### config.mk
export PLATFORM = sky130hd
export DESIGN_NAME = bdmd_decode
export DESIGN_NICKNAME = d
export VERILOG_FILES = /design/src/core/bdmd_pkg.sv /design/src/core/bdmd_ram_if.sv /design/src/core/bdmd_decode.sv /design/src/core/bdmd_gpr_ram.sv
export SDC_FILE = /design/constraint.sdc
export NUM_CORES = 2
export LEC_CHECK = 0
export BUFFER_PORTS_ARGS = -buffer_cell sky130_fd_sc_hd__clkbuf_2
export CORE_UTILIZATION = 35
export DETAILED_ROUTE_END_ITERATION = 12
export HOLD_SLACK_MARGIN = 0.06
export MAX_ROUTING_LAYER = met4
export PLACE_DENSITY = 0.48
export SLEW_MARGIN = 15
export SYNTH_ARGS = -nofsm -noshare
export SYNTH_HDL_FRONTEND = slang
export SYNTH_SLANG_ARGS = --single-unit
export TNS_END_PERCENT = 50
### constraint.sdc
create_clock -name clock -period 14.2 [get_ports clock]
set_input_delay 0 -clock clock [delete_from_list [all_inputs] [get_ports clock]]
set_output_delay 0 -clock clock [all_outputs]
set_load 0.01 [all_outputs]
### src/core/bdmd_pkg.sv
// constants, types and decode functions for the banked data memory decode
// Behaviour
// RQ1: the data bank comes from status bits 6:5, upper bit high select, 00 to 11 giving banks 0 to 3.
// RQ2: each bank spans in-bank offsets 00h to 7Fh, 128 byte locations on a 7-bit offset.
// RQ3: the lowest offsets of every bank decode to special function registers, not general storage.
// RQ4: offsets above the special function region decode to freely read and written static RAM.
// RQ5: a special function register reachable from several banks maps to one physical register.
// RQ6: accesses are either direct (offset plus bank bits) or indirect (file select pointer).
// RQ7: the indirect location at offset zero has no storage and is redirected through the pointer.
// RQ8: an unimplemented location reads as zero and ignores writes.
// RQ9: core registers sit at the same offsets in all banks; 70h-7Fh of banks 1 to 3 alias bank 0.
package bdmd_pkg;

    // ------------------------------------------------------------
    // widths
    // ------------------------------------------------------------
    localparam int OFF_W  = 7;
    localparam int DATA_W = 8;
    localparam int IDX_W  = 9;

    // ------------------------------------------------------------
    // in-bank offsets
    // ------------------------------------------------------------
    localparam logic [6:0] OFF_INDIRECT  = 7'h00;
    localparam logic [6:0] OFF_PCL       = 7'h02;
    localparam logic [6:0] OFF_STATUS    = 7'h03;
    localparam logic [6:0] OFF_FSP       = 7'h04;
    localparam logic [6:0] OFF_PCLATCH   = 7'h0A;
    localparam logic [6:0] OFF_INTCTL    = 7'h0B;
    localparam logic [6:0] OFF_GPR_LO    = 7'h20;
    localparam logic [6:0] OFF_COMMON_LO = 7'h70;

    // ------------------------------------------------------------
    // status fields and reset values
    // ------------------------------------------------------------
    localparam int         ST_IND_BANK    = 7;
    localparam int         ST_BANK_HIGH   = 6;
    localparam int         ST_BANK_LOW    = 5;
    localparam logic [7:0] ST_RO_MASK     = 8'h18;
    localparam logic [7:0] RST_STATUS     = 8'h18;
    localparam logic [7:0] RST_FSP        = 8'h00;
    localparam logic [7:0] RST_PCL        = 8'h00;
    localparam logic [7:0] RST_PCLATCH    = 8'h00;
    localparam logic [7:0] RST_INTCTL     = 8'h00;
    localparam logic [7:0] READ_ZERO      = 8'h00;

    // ------------------------------------------------------------
    // general purpose ram layout
    // ------------------------------------------------------------
    localparam logic [8:0] GPR_BANK0_BYTES = 9'h060;
    localparam logic [8:0] GPR_BANKN_BYTES = 9'h050;
    localparam int         GPR_TOTAL       = 336;

    typedef enum logic [2:0] {
        BDMD_R_INDIRECT,
        BDMD_R_PCL,
        BDMD_R_STATUS,
        BDMD_R_FSP,
        BDMD_R_PCLATCH,
        BDMD_R_INTCTL,
        BDMD_R_GPR,
        BDMD_R_NONE
    } bdmd_region_t;

    // ------------------------------------------------------------
    // decode functions
    // ------------------------------------------------------------
    // RQ3 sfr region decode
    function automatic bdmd_region_t bdmd_region(input logic [6:0] off);
        bdmd_region_t r;
        r = BDMD_R_NONE;
        if (off >= OFF_GPR_LO) begin
            r = BDMD_R_GPR;
        end else begin
            unique case (off)
                OFF_INDIRECT: r = BDMD_R_INDIRECT;
                OFF_PCL:      r = BDMD_R_PCL;
                OFF_STATUS:   r = BDMD_R_STATUS;
                OFF_FSP:      r = BDMD_R_FSP;
                OFF_PCLATCH:  r = BDMD_R_PCLATCH;
                OFF_INTCTL:   r = BDMD_R_INTCTL;
                default:      r = BDMD_R_NONE;
            endcase
        end
        return r;
    endfunction

    // RQ9 common window folds to bank 0
    function automatic logic [8:0] bdmd_gpr_index(input logic [1:0] bank,
                                                  input logic [6:0] off);
        logic [8:0] rel;
        logic [8:0] base;
        rel  = {2'b00, off - OFF_GPR_LO};
        base = 9'(GPR_BANKN_BYTES * {7'h00, bank - 2'h1});
        if (bank == 2'h0 || off >= OFF_COMMON_LO) begin
            return rel;
        end
        return GPR_BANK0_BYTES + base + rel;
    endfunction

endpackage

### src/core/bdmd_ram_if.sv
// carrier between the decode and the general purpose ram
`timescale 1ns/1ps
interface bdmd_ram_if;
    logic       en;
    logic       we;
    logic [8:0] index;
    logic [7:0] wdata;
    logic [7:0] rdata;

    modport ctrl (output en, output we, output index, output wdata, input rdata);
    modport mem  (input en, input we, input index, input wdata, output rdata);
endinterface

### src/core/bdmd_decode.sv
// banked data memory decode with core registers and ram
`timescale 1ns/1ps
module bdmd_decode (
    input  wire logic       clock,
    input  wire logic       arst_n,
    input  wire logic       acc_valid,
    input  wire logic       acc_write,
    input  wire logic [6:0] acc_offset,
    input  wire logic [7:0] acc_wdata,
    output logic            rd_valid,
    output logic      [7:0] rd_data,
    output logic      [7:0] status,
    output logic      [7:0] file_select_pointer,
    output logic      [7:0] pc_low,
    output logic      [7:0] pc_latch,
    output logic      [7:0] int_control
);
    typedef struct packed {
        logic [7:0] status;
        logic [7:0] fsp;
        logic [7:0] pcl;
        logic [7:0] pclatch;
        logic [7:0] intctl;
        logic       rd_valid;
        logic       rd_from_ram;
        logic [7:0] rd_sfr;
    } bdmd_state_t;

    bdmd_state_t               s;
    bdmd_state_t               next_s;
    bdmd_pkg::bdmd_region_t    direct_region;
    bdmd_pkg::bdmd_region_t    eff_region;
    logic                [1:0] eff_bank;
    logic                [6:0] eff_off;
    logic                [7:0] sfr_value;

    bdmd_ram_if ram_bus ();

    bdmd_gpr_ram #(
        .WIDTH (bdmd_pkg::DATA_W),
        .DEPTH (bdmd_pkg::GPR_TOTAL)
    ) u_ram (
        .clock  (clock),
        .arst_n (arst_n),
        .ram    (ram_bus.mem)
    );

    // ------------------------------------------------------------
    // address resolution
    // ------------------------------------------------------------
    always_comb begin
        direct_region = bdmd_pkg::bdmd_region(acc_offset);
        // RQ6 direct path
        // RQ1 bank from status bits
        eff_bank      = {s.status[bdmd_pkg::ST_BANK_HIGH], s.status[bdmd_pkg::ST_BANK_LOW]};
        // RQ2 seven-bit in-bank offset
        eff_off       = acc_offset;
        eff_region    = direct_region;
        // RQ7 indirect slot redirected
        // RQ6 indirect path through pointer
        if (direct_region == bdmd_pkg::BDMD_R_INDIRECT) begin
            eff_bank   = {s.status[bdmd_pkg::ST_IND_BANK], s.fsp[7]};
            eff_off    = s.fsp[6:0];
            eff_region = bdmd_pkg::bdmd_region(s.fsp[6:0]);
            // pointer at the slot itself: nothing behind it
            if (eff_region == bdmd_pkg::BDMD_R_INDIRECT) begin
                eff_region = bdmd_pkg::BDMD_R_NONE;
            end
        end
    end

    // ------------------------------------------------------------
    // ram request and sfr read mux
    // ------------------------------------------------------------
    // RQ4 ram above the sfr region
    assign ram_bus.en    = acc_valid && (eff_region == bdmd_pkg::BDMD_R_GPR);
    assign ram_bus.we    = acc_write;
    assign ram_bus.index = bdmd_pkg::bdmd_gpr_index(eff_bank, eff_off);
    assign ram_bus.wdata = acc_wdata;

    always_comb begin
        // RQ5 one physical copy per alias
        // RQ9 same offsets in all banks
        unique case (eff_region)
            bdmd_pkg::BDMD_R_PCL:     sfr_value = s.pcl;
            bdmd_pkg::BDMD_R_STATUS:  sfr_value = s.status;
            bdmd_pkg::BDMD_R_FSP:     sfr_value = s.fsp;
            bdmd_pkg::BDMD_R_PCLATCH: sfr_value = s.pclatch;
            bdmd_pkg::BDMD_R_INTCTL:  sfr_value = s.intctl;
            // RQ8 unimplemented reads zero
            default:                  sfr_value = bdmd_pkg::READ_ZERO;
        endcase
    end

    // ------------------------------------------------------------
    // register update
    // ------------------------------------------------------------
    always_comb begin
        next_s             = s;
        next_s.rd_valid    = acc_valid && !acc_write;
        next_s.rd_from_ram = eff_region == bdmd_pkg::BDMD_R_GPR;
        next_s.rd_sfr      = sfr_value;
        // RQ8 writes to holes dropped
        if (acc_valid && acc_write) begin
            unique case (eff_region)
                bdmd_pkg::BDMD_R_PCL:     next_s.pcl     = acc_wdata;
                // read-only status flags keep their value
                bdmd_pkg::BDMD_R_STATUS:  next_s.status  = (acc_wdata & ~bdmd_pkg::ST_RO_MASK)
                                                         | (s.status & bdmd_pkg::ST_RO_MASK);
                bdmd_pkg::BDMD_R_FSP:     next_s.fsp     = acc_wdata;
                bdmd_pkg::BDMD_R_PCLATCH: next_s.pclatch = acc_wdata;
                bdmd_pkg::BDMD_R_INTCTL:  next_s.intctl  = acc_wdata;
                default:                  next_s.rd_sfr  = bdmd_pkg::READ_ZERO;
            endcase
        end
    end

    always_ff @(posedge clock or negedge arst_n) begin
        if (!arst_n) begin
            s.status      <= bdmd_pkg::RST_STATUS;
            s.fsp         <= bdmd_pkg::RST_FSP;
            s.pcl         <= bdmd_pkg::RST_PCL;
            s.pclatch     <= bdmd_pkg::RST_PCLATCH;
            s.intctl      <= bdmd_pkg::RST_INTCTL;
            s.rd_valid    <= 1'b0;
            s.rd_from_ram <= 1'b0;
            s.rd_sfr      <= bdmd_pkg::READ_ZERO;
        end else begin
            s <= next_s;
        end
    end

    // ------------------------------------------------------------
    // outputs
    // ------------------------------------------------------------
    // mux of two flop banks; ram data is already registered
    assign rd_data             = s.rd_from_ram ? ram_bus.rdata : s.rd_sfr;
    assign rd_valid            = s.rd_valid;
    assign status              = s.status;
    assign file_select_pointer = s.fsp;
    assign pc_low              = s.pcl;
    assign pc_latch            = s.pclatch;
    assign int_control         = s.intctl;
endmodule

### src/core/bdmd_gpr_ram.sv
// general purpose static ram with registered read
`timescale 1ns/1ps
module bdmd_gpr_ram #(
    parameter int WIDTH = 8,
    parameter int DEPTH = 336
) (
    input  wire logic clock,
    input  wire logic arst_n,
    bdmd_ram_if.mem   ram
);
    typedef struct packed {
        logic [WIDTH-1:0] rdata;
    } bdmd_ram_state_t;

    logic [WIDTH-1:0] mem [DEPTH];
    bdmd_ram_state_t  s;
    bdmd_ram_state_t  next_s;

    // index is nine bits wide, so depth stops at 512
    if (WIDTH != bdmd_pkg::DATA_W || DEPTH < bdmd_pkg::GPR_TOTAL || DEPTH > 512) begin : g_bad_size
        $error("bdmd_gpr_ram: unsupported width or depth");
    end

    assign ram.rdata = s.rdata;

    always_comb begin
        next_s = s;
        // RQ4 free read of ram
        if (ram.en && !ram.we) begin
            next_s.rdata = mem[ram.index];
        end
    end

    // ram cells are not reset; software must initialise them
    always_ff @(posedge clock) begin
        // RQ4 free write of ram
        if (ram.en && ram.we) begin
            mem[ram.index] <= ram.wdata;
        end
    end

    always_ff @(posedge clock or negedge arst_n) begin
        if (!arst_n) begin
            s <= '0;
        end else begin
            s <= next_s;
        end
    end
endmodule

After elaboration in Yosys (flattened, before gate mapping)
Memory sizes are Yosys's and may differ from the RTL's. A register that Yosys moved wholly into a read port is not among the register bits.
Index checks and enable logic that the tools add are counted.
Word-level totals
  bits in registers: 50
  memories: 1
  word-level logic and storage cells: 71
  bits in writable memories: 2688
  bits of input ports: 19
Cells by class
  bitwise operators: 1
  add/sub/neg operators: 4
  mux-type cells: 18
  equality and inequality tests: 16
  $mul: 1
  $lt $le $gt $ge: 3
  reductions and logical operators: 19
Memories
  u_ram.mem: words 336, bits a word 8, rd ports 1, clocked after Yosys merged registers in 1, write ports 1, RTL line bdmd_gpr_ram.sv:15  | logic [WIDTH-1:0] mem [DEPTH];
Operators by type and width (number)
  $pmux 8 s5: 1
  $pmux 3 s6: 2
  $eq 7x2->1 const B: 4
  $eq 7x4->1 const B: 4
  $mux 8: 3
  $mux 9: 2
  $mux 3: 5
  $eq 7x3->1 const B: 2
  $ge 7x6->1 const B: 2
  $logic_not 7->1: 2
  $reduce_and 2->1: 5
  $add 7x9->9 const A: 1
  $add 9x7->9: 1
  $eq 3x3->1 const B: 3
  $or 8x5->8: 1
  $ge 7x7->1 const B: 1
  $mux 7: 1
  $sub 7x6->7 const B: 1
  $eq 3x2->1 const B: 2
  $logic_not 3->1: 2
  $logic_and 1x1->1: 5
  $mul 3x2->5 const A: 1
  $reduce_or 5->1: 1
  $eq 3x1->1 const B: 1
  6 further kinds: 9

Depth between registers and ports, before layout
  depth after elaboration: 13
  depth in mapped cells: 20
  gate-level depth less buffers: 16

Modules after synthesis
From an unflattened synthesis, not the netlist that was laid out.
Second synthesis, totals
  cells, all modules: 5174
  area total of the unflattened synthesis: 107632.0 sq um
Modules (own cells, without submodules)
  bdmd_gpr_ram: sequential area each 80917.6 sq um, instances 1, area each 104504.0 sq um, cells each 4885
  bdmd_decode: sequential area each 1201.2 sq um, instances 1, area each 3128.0 sq um, cells each 289

Least setup slack after synthesis
No wires, ideal clock.
  path type: register to register
  start point: register, netlist name status[5]
  end point: memory u_ram.mem[209][0] (enable)
  data arrival time: 4.295 ns
  buffers on the path: 4
  cell stages (with the launch flop): 17
  clock period less this slack: 4.665 ns
  path slack: 9.535 ns
  setup time: 0.370 ns
  cells stage by stage: dfrtp_1 clkbuf_1 inv_1 o21ai_0 xor2_1 inv_1 ha_1 inv_1 ha_1 fa_1 clkbuf_1 or3b_2 a211oi_1 buf_4 nand2_1 buf_2 nor2_1
On the way
  cells in the longest elaborated chain, start to end: 6
Ends and longest elaborated chain
  $mux 2 (*): RTL line bdmd_decode.sv:61  | if (direct_region == bdmd_pkg::BDMD_R_INDIRECT) begin
  $sub 2x1->2: RTL line bdmd_pkg.sv:94  | base = 9'(GPR_BANKN_BYTES * {7'h00, bank - 2'h1});
  $mul 3x2->5: RTL line bdmd_pkg.sv:94
  $add 7x9->9: RTL line bdmd_pkg.sv:98  | return GPR_BANK0_BYTES + base + rel;
  $add 9x7->9: RTL line bdmd_pkg.sv:98
  $mux 9 (*): RTL line bdmd_pkg.sv:98
  to (decl): RTL line bdmd_gpr_ram.sv:15
Every way passes the cells marked *; elsewhere a longest branch is shown, timed or not.

Worst setup path in the final report
  start point: input acc_offset[3]
  end point: memory u_ram.mem[276][6] (enable)
On the way
  cells in the longest elaborated chain, start to end: 10
Ends and longest elaborated chain
  from (decl): RTL line bdmd_decode.sv:8  | input wire logic [6:0] acc_offset,
  $eq 7x4->1 (tied with other cells): RTL line bdmd_pkg.sv:75  | unique case (off)
  $pmux 3 s6: RTL line bdmd_pkg.sv:75
  $mux 3: RTL line bdmd_pkg.sv:72  | if (off >= OFF_GPR_LO) begin
  $logic_not 3->1: RTL line bdmd_decode.sv:61
  $mux 2 / $mux 3 (equally long branches): RTL line bdmd_decode.sv:61
  $sub 2x1->2 / $eq 3x3->1 (equally long branches): RTL line bdmd_pkg.sv:94, bdmd_decode.sv:76
  $mul 3x2->5 / $logic_and 1x1->1 (equally long branches): RTL line bdmd_pkg.sv:94, bdmd_decode.sv:76
  $add 7x9->9 / $logic_and 1x1->1 (equally long branches): RTL line bdmd_pkg.sv:98, bdmd_gpr_ram.sv:37
  $add 9x7->9 / $mux 1 (equally long branches): RTL line bdmd_pkg.sv:98, bdmd_gpr_ram.sv:37
  $mux 9 / $mux 1 (equally long branches): RTL line bdmd_pkg.sv:98, bdmd_gpr_ram.sv:38
Several ways; a longest one is shown, not always the timed one. The select of a mux whose other input is x is not followed.

==> out/metrics.csv <==
metric,value,unit
Die X,555,µm
top-area cell type share of the netlist area,75.4,%
htree depth,5,
peak supply drop,104,µV
Synth Instances,5861,
clk_lat worst skew,860,ps
CTS Buf Count,305,
DIE AREA,308000,µm²
clock transition at the registers of the reported paths,60,ps
slowest cell on the critical path,fa_1,
hpwl dp,190,mm
largest buffer count on any clock path,4,
CTS tree,yes,
Layout Cells excl Fill,10290,
min-delay worst type,in -> reg,
Max-slew headroom,22.9,%
largest net degree at the start of global routing,143,
IO Count,68,
Cell Rows,202,
Top Layer Used,met4,
initial antenna violation count,14,
Setup Skew,35.2,ps
critical path arrival,7510,ps
ys async rst share,2.04,%
layout cells sized above 1,18.0,%
met3 WL post-DR,21.8,mm
Inst Count DP,9722,
Crit. End Element,flop,
GPL Wtd Cong,0.834,
main flop type after synthesis,edfxtp_1,
Fin Setup TNS,0,ps
RSZ-0062 raised after global routing,no,
"EDFF count, synth",2688,
DRC Markers,0,
Routed WL,327,mm
Synth Warn #,0,
Vias,57203,
CP required,14660,ps
IO Port Bufs,65,
Unique masters post-synth,78,
Pleak,38.5,nW
element type at the critical path start,input port,
# resized after CTS,0,
iteration-0 DRC count of the detailed router,6612,
vias in the first global route,56873,
Final Hold Viols,0,
core area,304000,µm²
DRT Pass-1 Iters,6,
nets,5993,
leading area contributor after synthesis,edfxtp_1,
crit-path max FO,16,
gr usage total,21.6,%
"Seq/Total Area, Yosys",76.7,%
DRT antenna net count,0,
met2 wire length,151,mm
M1 WL,145,mm
gr ovfl total,0,
Final Cycle Share,49.7,%
Avg WL per Cell,31.8,µm
setup violators final,0,
detail-routed via count per cell,5.56,
Worst Tran Pin Value,1140,ps
die height,555,µm
Mapped Area,107000,µm²
clk sinks,2744,
PwrDens,145,nW/µm²
initial core utilization,35.3,%
Synth-to-Final Area Change,13.8,%
status,"complete, no violations",
synthesis-stage register bit count,2744,
"Worst Path Class, Setup",in -> reg,
Syn Area/Cell,18.3,µm²
top post-synthesis cells by area,"edfxtp_1 75%, mux4_2 8.5%, mux2i_1 3.1%",
CTS Root Cell,clkbuf_16,
Setup Buffers After CTS,0,
crit path cell chain,dlygate4sd3_1 -> clkbuf_2 -> nor4_1 -> nand4b_1 -> o21ai_0 -> xor2_1 -> inv_1 -> ha_1 -> inv_1 -> ha_1 -> fa_1 -> nor3_1 -> a22oi_1 -> nor2_1 -> nand2_1 -> nor2_1,
first-pass GRT wire length,458,mm
fin crit period,7050,ps
crit-path max cell delay,820,ps
"Slew Viols, Final",0,
max_cap viols,0,
maximum clock frequency,142,MHz
cell type report:
type	instances	area, µm²
repair buffers	217	1740
clock inverters	165	1610
flip-flops and latches	2744	82100
fillers	27093	182000
multi-input cells	2688	23100
clock buffers	374	8040
diodes	10	25.0
well taps	4080	5100
inverters	12	45.0
per-layer routing:
metal / vias up / track usage [%]
met5: - / -
met4: 0 / 5.92
met3: 475 / 3.09
met2: 2341 / 32.6
met1: 30608 / 30.4
li1: 23779 / -
critical path: cells and delay by family:
kind / cells / cell delay [ps]
AND/OR/NAND/NOR: 6 / 3930
adder cells (fa/ha/maj): 3 / 1350
buffers and inverters: 4 / 1030
AO/OA/AOI/OAI: 2 / 820
XOR/XNOR: 1 / 350
cells in the mapped netlist, types with 8 or more instances:
library cell,instances
nor2_1,368
a22oi_1,105
a22o_1,31
a221oi_1,13
inv_1,12
mux2_2,47
nor2b_1,8
o31ai_1,8
o22ai_1,159
nand3_1,11
a21oi_1,378
nor4_1,44
dfrtp_1,56
nor3_1,19
nand2_1,510
o41ai_1,25
or4_1,21
o221ai_1,21
a31oi_1,12
mux2i_1,329
edfxtp_1,2688
buf_1,66
mux4_2,403
a211oi_1,36
o21ai_0,19
buf_4,66
buf_2,119
clkbuf_1,161
sequential cells by signal (all words and copies together), names as in the netlist:
name / count
u_ram.ram.rdata: 8
u_ram.mem: 2688
int_control: 8
rd_valid: 1
pc_latch: 8
s: 9
file_select_pointer: 8
status: 6
pc_low: 8
report_power, final:
part	switching (W)	internal, W
Clock	0.00323	0.00452
Combinational	0.000740	0.000286
Sequential	0.0000316	0.00891
Total	0.00400	0.0137
cells in the final DEF (no fill, tap or decap), drive strengths merged, types with 8 or more instances in the layout:
master and n:
a21oi 378, clkinv 114, a31oi 12, dlygate4sd3 19, nand3 11, o31ai 8, a22o 31, nor3 20
or4 22, a22oi 106, nand2 510, mux2 47, inv 24, clkinvlp 12, clkbuf 430, o22ai 159
nor2 369, mux4 403, dfrtp 56, bufinv 27, nor2b 8, a221oi 13, o41ai 25, nor4 45
edfxtp 2688, o21ai 21, buf 142, o221ai 21, mux2i 329, a211oi 36, diode 10
stage by stage:
| stage | area (µm²) | util, % | power (W) | hold WS [ps] | worst slack (ps) |
|---|---|---|---|---|---|
| 6_report | 122000 | 40.1 | 0.0177 | 188 | 7150 |
| 5_1_grt | 122000 | 40.1 | 0.0182 | 196 | 6840 |
| 4_1_cts | 122000 | 40.1 | 0.0178 | 102 | 7310 |
| 3_5_place_dp | 112000 | 36.9 | 0.0101 | 252 | 6880 |
| 3_3_place_gp | 112000 | 36.9 | 0.0101 | 251 | 6990 |
| 2_1_floorplan | 107000 | - | 0.00958 | -296 | 9530 |
path summary, 6_finish.rpt:
path / from / end / slack [ps] / cells after the start
setup / recovery: acc_offset[3] / u_ram.mem[276][6]$_DFFE_PP_ / 7150 / 16
max in group asynchronous: arst_n / u_ram.ram.rdata[7]$_DFFE_PN0P_ / 13180 / 4
hold / removal: acc_offset[1] / s[0]$_DFF_PN0_ / 190 / 4
min in group asynchronous: arst_n / s[2]$_DFF_PN0_ / 390 / 4
hold reg to reg: pc_low[4]$_DFFE_PN0P_ / pc_low[4]$_DFFE_PN0P_ / 540 / 1
setup reg to reg: status[5]$_DFFE_PN0P_ / u_ram.mem[276][6]$_DFFE_PP_ / 7180 / 13
what timing repair did:
action	CTS	global route
hold buffers	19	0
setup endpoints to repair	0	0
endpoints found under the hold margin	744	0
cells by family (layout without fill, tap and decap cells):
logic type      after synthesis  in the layout  synth area share (%)
simple gates               1025           1025                  3.99
xor+xnor                      5              5                0.0409
mux                         779            779                  12.0
flops                      2744           2744                  76.7
buf+inv                     430            768                  1.92
fa+ha+maj                     6              6                0.0771
other cells                   1             12               0.00350
compound gates              871            871                  5.20
(Power assumes the default switching activity.)
